`src/hdl/i2spc_defs.svh`:
```
`ifndef I2SPC_DEFS_SVH
`define I2SPC_DEFS_SVH

// register byte offsets
`define I2SPC_OFF_CTRL     12'h000
`define I2SPC_OFF_STATUS   12'h004
`define I2SPC_OFF_CLEAR    12'h008
`define I2SPC_OFF_MASK     12'h00c
`define I2SPC_OFF_BAUD     12'h010
`define I2SPC_ADDR_W       12

// control fields
`define I2SPC_CTRL_GEN     0
`define I2SPC_CTRL_XFER    1
`define I2SPC_CTRL_INV     2
`define I2SPC_CTRL_FALLIE  4
`define I2SPC_CTRL_RISEIE  5
`define I2SPC_CTRL_ENDIE   6
`define I2SPC_CTRL_TRIGIE  15
`define I2SPC_CTRL_DEL_LO  16
`define I2SPC_CTRL_DEL_HI  21
`define I2SPC_CTRL_MCLK    31
`define I2SPC_CTRL_WMASK   32'h803f_8077
`define I2SPC_CTRL_RESET   32'h0000_0000

// status fields
`define I2SPC_ST_WS        0
`define I2SPC_ST_SELIN     1
`define I2SPC_ST_TRIG      3
`define I2SPC_ST_FALL      4
`define I2SPC_ST_RISE      5
`define I2SPC_ST_END       6
`define I2SPC_ST_STICKY    32'h0000_0078

// baud fields: base divider, prescale and divide quanta
`define I2SPC_BAUD_DIV_HI  7
`define I2SPC_BAUD_PQ_LO   8
`define I2SPC_BAUD_PQ_HI   9
`define I2SPC_BAUD_DQ_LO   10
`define I2SPC_BAUD_DQ_HI   15
`define I2SPC_BAUD_WMASK   32'h0000_ffff
`define I2SPC_BAUD_RESET   32'h0000_0000

`define I2SPC_RESP_OKAY    2'b00
`define I2SPC_RESP_SLVERR  2'b10

`endif

```
`src/hdl/i2spc_pkg.sv`:
```
package i2spc_pkg;

  typedef enum logic [2:0] {
    I2SPC_IDLE  = 3'b001,
    I2SPC_RUN   = 3'b010,
    I2SPC_DRAIN = 3'b100
  } i2spc_gen_state_t;

endpackage : i2spc_pkg

```
`src/hdl/i2spc_core.sv`:
```
// How it works
// - generation off: word select held low
// - generated word select starts low
// - generation on forces master clock running
// - stops toggling within one period
// - transfer enable gates frame starts
// - inversion bit sets select output polarity
// - falling edge interrupt when enabled
// - rising edge interrupt when enabled
// - end interrupt after full word
// - trigger flag and interrupt when enabled
// - transfer delay, zero means one cycle
// - master clock enable, else held low
// - reserved control bits read zero
// - edge flags set on generated edges
// - flags held until written one
// - word select toggles every N cycles
//
// Implementation choices: the AXI4-Lite interface to the registers and the placing of the registers.
`include "i2spc_defs.svh"

module i2spc_core (
  input  wire logic        aclk,
  input  wire logic        aresetn,
  input  wire logic [11:0] s_axi_awaddr,
  input  wire logic        s_axi_awvalid,
  output logic             s_axi_awready,
  input  wire logic [31:0] s_axi_wdata,
  input  wire logic [3:0]  s_axi_wstrb,
  input  wire logic        s_axi_wvalid,
  output logic             s_axi_wready,
  output logic [1:0]       s_axi_bresp,
  output logic             s_axi_bvalid,
  input  wire logic        s_axi_bready,
  input  wire logic [11:0] s_axi_araddr,
  input  wire logic        s_axi_arvalid,
  output logic             s_axi_arready,
  output logic [31:0]      s_axi_rdata,
  output logic [1:0]       s_axi_rresp,
  output logic             s_axi_rvalid,
  input  wire logic        s_axi_rready,
  input  wire logic        select_in,
  input  wire logic        select_input_trigger,
  output logic             select_outputs,
  output logic             shift_clk_out,
  output logic             master_clk_out,
  output logic             frame_start,
  output logic             frame_channel,
  output logic             irq
);

  function automatic logic [31:0] strb_mask(input logic [3:0] strb);
    strb_mask = {{8{strb[3]}}, {8{strb[2]}}, {8{strb[1]}}, {8{strb[0]}}};
  endfunction : strb_mask

  function automatic logic addr_known(input logic [11:0] a);
    addr_known = (a == `I2SPC_OFF_CTRL) || (a == `I2SPC_OFF_STATUS) || (a == `I2SPC_OFF_CLEAR) ||
                 (a == `I2SPC_OFF_MASK) || (a == `I2SPC_OFF_BAUD);
  endfunction : addr_known

  // ---------------- bus slave ----------------
  logic        aw_hold_q, w_hold_q, bvalid_q, rvalid_q;
  logic        awready_q, wready_q, arready_q;
  logic [11:0] awaddr_q;
  logic [31:0] wdata_q, rdata_q;
  logic [3:0]  wstrb_q;
  logic [1:0]  bresp_q, rresp_q;
  logic [31:0] ctrl_q, mask_q, baud_q, flags_q;

  wire        aw_take  = s_axi_awvalid & awready_q;
  wire        w_take   = s_axi_wvalid & wready_q;
  wire        ar_take  = s_axi_arvalid & arready_q;
  wire        do_write = aw_hold_q & w_hold_q & ~bvalid_q;
  wire [31:0] wbits    = wdata_q & strb_mask(wstrb_q);
  wire        wr_ctrl  = do_write & (awaddr_q == `I2SPC_OFF_CTRL);
  wire        wr_stat  = do_write & (awaddr_q == `I2SPC_OFF_STATUS);
  wire        wr_clr   = do_write & (awaddr_q == `I2SPC_OFF_CLEAR);
  wire        wr_mask  = do_write & (awaddr_q == `I2SPC_OFF_MASK);
  wire        wr_baud  = do_write & (awaddr_q == `I2SPC_OFF_BAUD);
  wire [31:0] wmask    = strb_mask(wstrb_q);

  wire aw_hold_d = aw_hold_q ? ~do_write : aw_take;
  wire w_hold_d  = w_hold_q ? ~do_write : w_take;
  wire bvalid_d  = do_write | (bvalid_q & ~s_axi_bready);
  wire rvalid_d  = ar_take | (rvalid_q & ~s_axi_rready);

  wire [31:0] rd_mux =
    (s_axi_araddr == `I2SPC_OFF_CTRL)   ? (ctrl_q & `I2SPC_CTRL_WMASK) :
    (s_axi_araddr == `I2SPC_OFF_STATUS) ? flags_q :
    (s_axi_araddr == `I2SPC_OFF_MASK)   ? mask_q :
    (s_axi_araddr == `I2SPC_OFF_BAUD)   ? baud_q : 32'h0000_0000;

  always_ff @(posedge aclk) begin
    if (!aresetn) begin
      aw_hold_q <= 1'b0;
      w_hold_q  <= 1'b0;
      bvalid_q  <= 1'b0;
      rvalid_q  <= 1'b0;
      awready_q <= 1'b0;
      wready_q  <= 1'b0;
      arready_q <= 1'b0;
      awaddr_q  <= 12'h000;
      wdata_q   <= 32'h0000_0000;
      wstrb_q   <= 4'h0;
      bresp_q   <= `I2SPC_RESP_OKAY;
      rresp_q   <= `I2SPC_RESP_OKAY;
      rdata_q   <= 32'h0000_0000;
    end else begin
      aw_hold_q <= aw_hold_d;
      w_hold_q  <= w_hold_d;
      bvalid_q  <= bvalid_d;
      rvalid_q  <= rvalid_d;
      awready_q <= ~aw_hold_d & ~bvalid_d;
      wready_q  <= ~w_hold_d & ~bvalid_d;
      arready_q <= ~rvalid_d;
      if (aw_take) awaddr_q <= s_axi_awaddr;
      if (w_take) begin
        wdata_q <= s_axi_wdata;
        wstrb_q <= s_axi_wstrb;
      end
      if (do_write) bresp_q <= addr_known(awaddr_q) ? `I2SPC_RESP_OKAY : `I2SPC_RESP_SLVERR;
      if (ar_take) begin
        rdata_q <= rd_mux;
        rresp_q <= addr_known(s_axi_araddr) ? `I2SPC_RESP_OKAY : `I2SPC_RESP_SLVERR;
      end
    end
  end

  assign s_axi_awready = awready_q;
  assign s_axi_wready  = wready_q;
  assign s_axi_bvalid  = bvalid_q;
  assign s_axi_bresp   = bresp_q;
  assign s_axi_arready = arready_q;
  assign s_axi_rvalid  = rvalid_q;
  assign s_axi_rdata   = rdata_q;
  assign s_axi_rresp   = rresp_q;

  // reserved control bits never store, so they read back zero
  always_ff @(posedge aclk) begin
    if (!aresetn) begin
      ctrl_q <= `I2SPC_CTRL_RESET;
      mask_q <= 32'h0000_0000;
      baud_q <= `I2SPC_BAUD_RESET;
    end else begin
      if (wr_ctrl) ctrl_q <= (ctrl_q & ~wmask) | (wbits & `I2SPC_CTRL_WMASK);
      if (wr_mask) mask_q <= (mask_q & ~wmask) | (wbits & `I2SPC_ST_STICKY);
      if (wr_baud) baud_q <= (baud_q & ~wmask) | (wbits & `I2SPC_BAUD_WMASK);
    end
  end

  wire       gen_en   = ctrl_q[`I2SPC_CTRL_GEN];
  wire       xfer_en  = ctrl_q[`I2SPC_CTRL_XFER];
  wire       sel_inv  = ctrl_q[`I2SPC_CTRL_INV];
  wire       mclk_en  = ctrl_q[`I2SPC_CTRL_MCLK];
  wire [5:0] xfer_del = ctrl_q[`I2SPC_CTRL_DEL_HI:`I2SPC_CTRL_DEL_LO];
  wire [7:0] base_div = baud_q[`I2SPC_BAUD_DIV_HI:0];
  wire [1:0] pq       = baud_q[`I2SPC_BAUD_PQ_HI:`I2SPC_BAUD_PQ_LO];
  wire [5:0] dq       = baud_q[`I2SPC_BAUD_DQ_HI:`I2SPC_BAUD_DQ_LO];

  // ---------------- clock dividers ----------------
  logic [7:0] base_cnt_q;
  logic       phase_q, sclk_q, mclk_q;
  i2spc_pkg::i2spc_gen_state_t state_q, state_d;

  wire gen_busy  = (state_q != i2spc_pkg::I2SPC_IDLE);
  wire mclk_run  = gen_en | gen_busy | mclk_en;
  wire sclk_run  = gen_en | gen_busy | xfer_en;
  wire base_tick = (base_cnt_q == base_div);
  wire sclk_fall = base_tick & phase_q & sclk_q;

  always_ff @(posedge aclk) begin
    if (!aresetn) begin
      base_cnt_q <= 8'h00;
      phase_q    <= 1'b0;
      sclk_q     <= 1'b0;
      mclk_q     <= 1'b0;
    end else begin
      base_cnt_q <= base_tick ? 8'h00 : base_cnt_q + 8'h01;
      if (!mclk_run) mclk_q <= 1'b0;
      else if (base_tick) mclk_q <= ~mclk_q;
      if (!sclk_run) begin
        phase_q <= 1'b0;
        sclk_q  <= 1'b0;
      end else if (base_tick) begin
        phase_q <= ~phase_q;
        if (phase_q) sclk_q <= ~sclk_q;
      end
    end
  end

  // ---------------- word select generation ----------------
  logic [8:0] word_cnt_q, word_cnt_d;
  logic       ws_q, ws_d, end_pulse;

  // worst case (3+1)*(63+1)=256 cycles, fits nine bits
  wire [8:0] word_last = 9'(({7'h00, pq} + 9'h001) * ({3'h0, dq} + 9'h001) - 9'h001);
  wire       word_end  = sclk_fall & (word_cnt_q == word_last);

  always_comb begin
    state_d    = state_q;
    ws_d       = ws_q;
    word_cnt_d = word_cnt_q;
    end_pulse  = 1'b0;
    case (state_q)
      i2spc_pkg::I2SPC_IDLE: begin
        ws_d       = 1'b0;
        word_cnt_d = 9'h000;
        if (gen_en) state_d = i2spc_pkg::I2SPC_RUN;
      end
      i2spc_pkg::I2SPC_RUN: begin
        if (word_end) begin
          word_cnt_d = 9'h000;
          ws_d       = ~ws_q;
        end else if (sclk_fall) begin
          word_cnt_d = word_cnt_q + 9'h001;
        end
        if (!gen_en) state_d = i2spc_pkg::I2SPC_DRAIN;
      end
      i2spc_pkg::I2SPC_DRAIN: begin
        // finish the current word, then park low; at most one period
        if (word_end) begin
          word_cnt_d = 9'h000;
          ws_d       = 1'b0;
          end_pulse  = 1'b1;
          state_d    = i2spc_pkg::I2SPC_IDLE;
        end else if (sclk_fall) begin
          word_cnt_d = word_cnt_q + 9'h001;
        end
      end
      default: begin
        state_d    = i2spc_pkg::I2SPC_IDLE;
        ws_d       = 1'b0;
        word_cnt_d = 9'h000;
      end
    endcase
  end

  wire ws_fall = ws_q & ~ws_d;
  wire ws_rise = ~ws_q & ws_d;

  always_ff @(posedge aclk) begin
    if (!aresetn) begin
      state_q    <= i2spc_pkg::I2SPC_IDLE;
      ws_q       <= 1'b0;
      word_cnt_q <= 9'h000;
    end else begin
      state_q    <= state_d;
      ws_q       <= ws_d;
      word_cnt_q <= word_cnt_d;
    end
  end

  // ---------------- pin inputs ----------------
  logic [1:0] selin_sync_q, trig_sync_q;
  logic       trig_prev_q;
  always_ff @(posedge aclk) begin
    if (!aresetn) begin
      selin_sync_q <= 2'b00;
      trig_sync_q  <= 2'b00;
      trig_prev_q  <= 1'b0;
    end else begin
      selin_sync_q <= {selin_sync_q[0], select_in};
      trig_sync_q  <= {trig_sync_q[0], select_input_trigger};
      trig_prev_q  <= trig_sync_q[1];
    end
  end
  wire trig_rise = trig_sync_q[1] & ~trig_prev_q;
  // ---------------- frame transfer start ----------------
  logic       ws_src_prev_q, pend_q, ch_q, fs_q;
  logic [6:0] del_cnt_q;
  // own generator is the word select source while it runs
  wire ws_src    = gen_busy ? ws_q : selin_sync_q[1];
  wire ws_change = ws_src ^ ws_src_prev_q;
  always_ff @(posedge aclk) begin
    if (!aresetn) begin
      ws_src_prev_q <= 1'b0;
      pend_q        <= 1'b0;
      ch_q          <= 1'b0;
      fs_q          <= 1'b0;
      del_cnt_q     <= 7'h00;
    end else begin
      ws_src_prev_q <= ws_src;
      fs_q          <= 1'b0;
      if (!xfer_en) begin
        pend_q <= 1'b0;
      end else if (ws_change) begin
        pend_q    <= 1'b1;
        ch_q      <= ws_src;
        del_cnt_q <= {1'b0, xfer_del} + 7'h01;
      end else if (pend_q && sclk_fall) begin
        if (del_cnt_q == 7'h01) begin
          pend_q <= 1'b0;
          fs_q   <= 1'b1;
        end
        del_cnt_q <= del_cnt_q - 7'h01;
      end
    end
  end
  // ---------------- status, interrupt, outputs ----------------
  logic [3:0] sticky_q;
  logic       sel_out_q, irq_q;
  wire [3:0] ev_set = {end_pulse, ws_rise, ws_fall, trig_rise};
  wire [31:0] clr_bits = (wr_stat | wr_clr) ? wbits : 32'h0000_0000;
  wire [3:0] ev_clr = clr_bits[`I2SPC_ST_END:`I2SPC_ST_TRIG];
  wire [3:0] ev_en  = {ctrl_q[`I2SPC_CTRL_ENDIE], ctrl_q[`I2SPC_CTRL_RISEIE],
                       ctrl_q[`I2SPC_CTRL_FALLIE], ctrl_q[`I2SPC_CTRL_TRIGIE]};
  wire [3:0] ev_msk = mask_q[`I2SPC_ST_END:`I2SPC_ST_TRIG];
  wire [3:0] sticky_d = (sticky_q & ~ev_clr) | ev_set;  // set wins over clear
  assign flags_q = {25'h0, sticky_q, 1'b0, selin_sync_q[1], ch_q};
  always_ff @(posedge aclk) begin
    if (!aresetn) begin
      sticky_q  <= 4'h0;
      sel_out_q <= 1'b0;
      irq_q     <= 1'b0;
    end else begin
      sticky_q  <= sticky_d;
      sel_out_q <= ws_d ^ sel_inv;
      irq_q     <= |(sticky_d & ev_en & ev_msk);
    end
  end
  assign select_outputs = sel_out_q;
  assign shift_clk_out  = sclk_q;
  assign master_clk_out = mclk_q;
  assign frame_start    = fs_q;
  assign frame_channel  = ch_q;
  assign irq            = irq_q;
endmodule : i2spc_core

```
`config.mk`:
```
export PLATFORM = sky130hd
export DESIGN_NAME = i2spc_core
export DESIGN_NICKNAME = d
export VERILOG_FILES = /design/src/hdl/i2spc_pkg.sv /design/src/hdl/i2spc_core.sv
export VERILOG_INCLUDE_DIRS = /design/src /design/src/hdl
export SDC_FILE = /design/constraint.sdc
export NUM_CORES = 1
export LEC_CHECK = 0
export ABC_AREA = 1
export BUFFER_PORTS_ARGS = -buffer_cell sky130_fd_sc_hd__buf_2
export CAP_MARGIN = 20
export CELL_PAD_IN_SITES_DETAIL_PLACEMENT = 1
export CELL_PAD_IN_SITES_GLOBAL_PLACEMENT = 1
export CORE_UTILIZATION = 42
export CTS_CLUSTER_DIAMETER = 80
export DETAILED_ROUTE_END_ITERATION = 16
export HOLD_SLACK_MARGIN = 0.12
export PLACE_DENSITY_LB_ADDON = 0.1
export SETUP_SLACK_MARGIN = 0.15
export SYNTH_ARGS = -nofsm -noshare
export SYNTH_HDL_FRONTEND = slang
export SYNTH_SLANG_ARGS = --single-unit
```
`constraint.sdc`:
```
create_clock -name aclk -period 6.6 [get_ports aclk]
set_input_delay 1.32 -clock aclk [delete_from_list [all_inputs] [get_ports aclk]]
set_output_delay 1.32 -clock aclk [all_outputs]
set_load 0.01 [all_outputs]
```
== After elaboration in Yosys (flattened, before gate mapping) ==
Cells that the tools add are included.
Cells by class
  $add $sub $neg: 7
  multipliers: 1
  eq/ne operators: 18
  muxes and demuxes: 25
  bitwise operators: 59
  reductions and logical operators: 26
Operator list (count)
  $and A32 B32 Y32: 4
  $mux W32: 4
  $eq A12 B4 Y1 const B: 4
  $not A32 Y32: 1
  $or A32 B16 Y32: 1
  $or A32 B32 Y32: 1
  $or A32 B7 Y32: 1
  $eq A12 B3 Y1 const B: 2
  $eq A12 B5 Y1 const B: 2
  $logic_not A12 Y1: 2
  $mux W7: 3
  $and A1 B1 Y1: 20
  $not A1 Y1: 18
  $add A6 B1 Y7 const B: 2
  $reduce_and A2 Y1: 7
  $and A4 B4 Y4: 3
  $mux W1: 11
  $add A9 B1 Y9 const B: 1
  $eq A9 B9 Y1: 1
  $mul A3 B7 Y9: 1
  $mux W3: 3
  $pmux W3 S3: 1
  $sub A9 B1 Y9 const B: 1
  $add A8 B1 Y8 const B: 1
  22 further kinds: 41
Storage, ports and cells
  register bits after elaboration: 233
  output and inout port bits: 47

== Longest topological paths before layout ==
  word-level depth: 13
  depth in mapped cells: 29

== Worst setup path before layout ==
Ideal clock, no wire load.
  path kind: register to register
  from: register with a tool-made name
  to: register irq_q, in the netlist irq
  library setup time: 0.114 ns
  data arrival time: 3.811 ns
  required time: 6.486 ns
  slack: 2.675 ns
  stages on the path, launching flop included: 26
  period minus slack after synthesis: 3.925 ns
  cell sequence: dfxtp_1 > inv_1 > o31ai_1 > nand2_1 > inv_1 > nand2_1 > ha_1 > fa_1 > inv_1 > ha_1 > or2_2 > nand3b_1 > nand2_1 > nand2_1 > nand2_1 > nor3_4 > nand3_2 > ha_1 > o22ai_1 > inv_1 > nand2_1 > nand2_1 > nand3_1 > nand3_1 > nand2_1 > nand2_1
RTL lines
  end signal, assigned: line i2spc_core.sv:318  | irq_q <= |(sticky_d & ev_en & ev_msk);
  end, declared: line i2spc_core.sv:301  | logic sel_out_q, irq_q;

==> results.json <==
{
  "status": "finished, final reports clean",
  "drt-total-wl_um": 25500,
  "grt_pass1_wl_um": 41500,
  "grt_setup_unrepaired": "no",
  "drc_errors": 0,
  "cp.buffers_inverters": 4,
  "cts.sinks": 204,
  "io_pins": 116,
  "max_stage_delay_ns": 0.54,
  "cp_max_fo": 5,
  "grt_usage_pct": 23.2,
  "clockBufferDepth": 3,
  "drv_slew": 0,
  "clockRootBuffer": "clkbuf_16",
  "yosys.area.top_type_share_pct": 44.3,
  "syn_to_final_growth_pct": 16.8,
  "finalCritPeriodShare_pct": 68.1,
  "syn_area_per_cell_sq_um": 7.31,
  "cp-end-kind": "flip-flop",
  "relSlewSlack_pct": 33.9,
  "numCtsBuffers": 24,
  "cpLargestDelayFamily": "simple AND/OR/NAND/NOR gates",
  "die_h_um": 150,
  "num-fill-cells": 2757,
  "skew_ns": 0.0127,
  "synthesis.area_sq_um": 9220,
  "nNetsFinal": 1449,
  "critical_path.startpoint_type": "flip-flop",
  "synth_edf_count": 0,
  "cp_data_required_time_ns": 7.01,
  "initial_utilization_pct": 43.3,
  "synth-main-ff-cell": "dfxtp_1",
  "yosysMostFrequentCell": "nand2_1",
  "p_per_area_nw_per_um2": 257,
  "cpMaxStageDelayCell": "fa_1",
  "wl_per_cell_um": 15.5,
  "cts_setup_buffers": 0,
  "fin_crit_ns": 4.50,
  "crit_top_cell": "nand2_1",
  "core_region_area_sq_um": 21300,
  "post_cts_resized": 0,
  "ir_drop_mv": 0.185,
  "die_width_um": 150,
  "antennaDiodeCount": 0,
  "io_buffers": 104,
  "gp_congestion": 0.790,
  "leakage_nw": 4.59,
  "first_global_vias": 8397,
  "synth_cells": 1262,
  "rows": 53,
  "worstPathArrival_ns": 4.91,
  "maxCapViolations": 0,
  "vias": 8406,
  "fmax_mhz": 222,
  "min_path_type": "flip-flop to flip-flop",
  "synth_commonest_cells": "nand2_1 (235), dfxtp_1 (204), inv_1 (172)",
  "antenna_left": 0,
  "grt-ovfl-total": 0,
  "ys_warn_count": 0,
  "synth-seq-area-share_pct": 44.3,
  "grt_antenna_before_repair": 1,
  "setup-violations-final": 0,
  "ys_ff_latch": 204,
  "yosys.area.top_type": "dfxtp_1",
  "htreeDepth": 1,
  "ctsHoldBuffers": 0,
  "avgViaCountPerCell": 5.12,
  "grt_max_degree": 97,
  "firstDrtPassIters": 4,
  "cts_tree": "yes",
  "clk_pin_slew_ns": 0.06,
  "post_synth_num_cell_types": 45,
  "hold-worst-slack_ns": 0.419,
  "hp-start": "selin_sync_q[0]",
  "synthArstFlopShare_pct": 0,
  "totalPowerFinal_mw": 2.76,
  "tns_ns": 0,
  "drive_above_1_share_pct": 12.9,
  "synthTopCellsByArea": "dfxtp_1 (44%), nand2_1 (9.6%), inv_1 (7.0%)",
  "clk_latency_ns": 0.52,
  "detail_route.iter0.violations": 326,
  "dp_hpwl_um": 18100,
  "dieArea_sq_um": 22600,
  "finalHoldViolCount": 0,
  "worstSetupPathType": "flip-flop to flip-flop",
  "tightest_slew_ns": 0.992
}
## power breakdown
part           leakage [nW]  internal, mW  total, mW  switching (mW)
Combinational          2.53        0.0429      0.131          0.0880
Sequential             1.65          1.26       1.27          0.0142
Clock                 0.405         0.831       1.36           0.532
Total                  4.59          2.13       2.76           0.634
## worst paths after layout
kind | cells past startpoint | end | slack [ns]
worst max-delay path | 25 | irq | 2.10
worst min-delay path | 2 | selin_sync_q[1] | 0.42
worst max register to register | 25 | irq | 2.10
worst min register to register | 2 | selin_sync_q[1] | 0.42
## worst register-to-register path: cells and delay by family (launching register included)
kind	cells	cell delay, ns
AO/OA/AOI/OAI	2	0.54
adder cells (fa/ha/maj)	4	1.46
buffers and inverters	4	0.38
flip-flops	1	0.38
AND/OR/NAND/NOR	15	1.62
## cell type report
type | count | area [sq um] | share of cell area, %
repair buffers | 110 | 588 | 5.46
multi-input cells | 831 | 4260 | 39.6
clock buffers | 30 | 664 | 6.17
inverters | 180 | 676 | 6.27
clock inverters | 13 | 150 | 1.39
flip-flops and latches | 204 | 4080 | 37.9
well taps | 275 | 344 | 3.20
## kinds of logic after synthesis
family          synth area share, %
other cells                  0.0407
flops                          44.3
compound gates                 13.8
buf+inv                        9.55
fa+ha+maj                      4.42
simple gates                   25.4
xor+xnor                       2.47
## per-stage QoR
| step | cell area [sq um] | worst slack [ns] | utilization (%) | std cells |
|---|---|---|---|---|
| after CTS | 10700 | 2.09 | 50.5 | 1642 |
| after detailed placement | 9930 | 2.11 | 46.6 | 1599 |
| after global placement | 9930 | 2.22 | 46.6 | 1599 |
| after global routing | 10800 | 1.71 | 50.6 | 1643 |
| final | 10800 | 2.10 | 50.6 | 1643 |
| after floorplan | 9230 | 2.68 | - | 1263 |
## layout by cell type, fill, tap and decap left out, types with 3 or more instances in the layout
cell type | netlist | routed
nor2_1 | 143 | 143
bufinv_16 | 0 | 3
nand2_2 | 5 | 5
nand3b_1 | 3 | 3
fa_1 | 6 | 6
nor2_2 | 3 | 3
nand2_1 | 235 | 235
nand3_1 | 77 | 77
inv_1 | 172 | 172
buf_2 | 5 | 103
o21ai_0 | 110 | 110
dfxtp_1 | 204 | 204
clkbuf_16 | 0 | 25
nand3_2 | 3 | 3
o22ai_1 | 9 | 9
nor3_1 | 35 | 35
a21oi_1 | 90 | 90
clkbuf_1 | 38 | 3
inv_2 | 4 | 4
nand4_1 | 14 | 14
nor3b_1 | 3 | 3
o21ai_1 | 3 | 3
o211ai_1 | 13 | 13
a211oi_1 | 10 | 10
xnor2_1 | 9 | 9
ha_1 | 23 | 23
xor2_1 | 17 | 17
clkinv_2 | 0 | 7
clkinv_1 | 4 | 4
buf_4 | 3 | 6
## layer usage
| metal | track usage, % | up-vias | routed length, um |
|---|---|---|---|
| li1 | - | 4253 | - |
| met4 | 8.18 | 2 | 834 |
| met1 | 29.7 | 3948 | 11500 |
| met5 | 0 | - | 10 |
| met2 | 39.8 | 155 | 12000 |
| met3 | 3.12 | 48 | 1160 |
(Power assumes the default switching activity.)
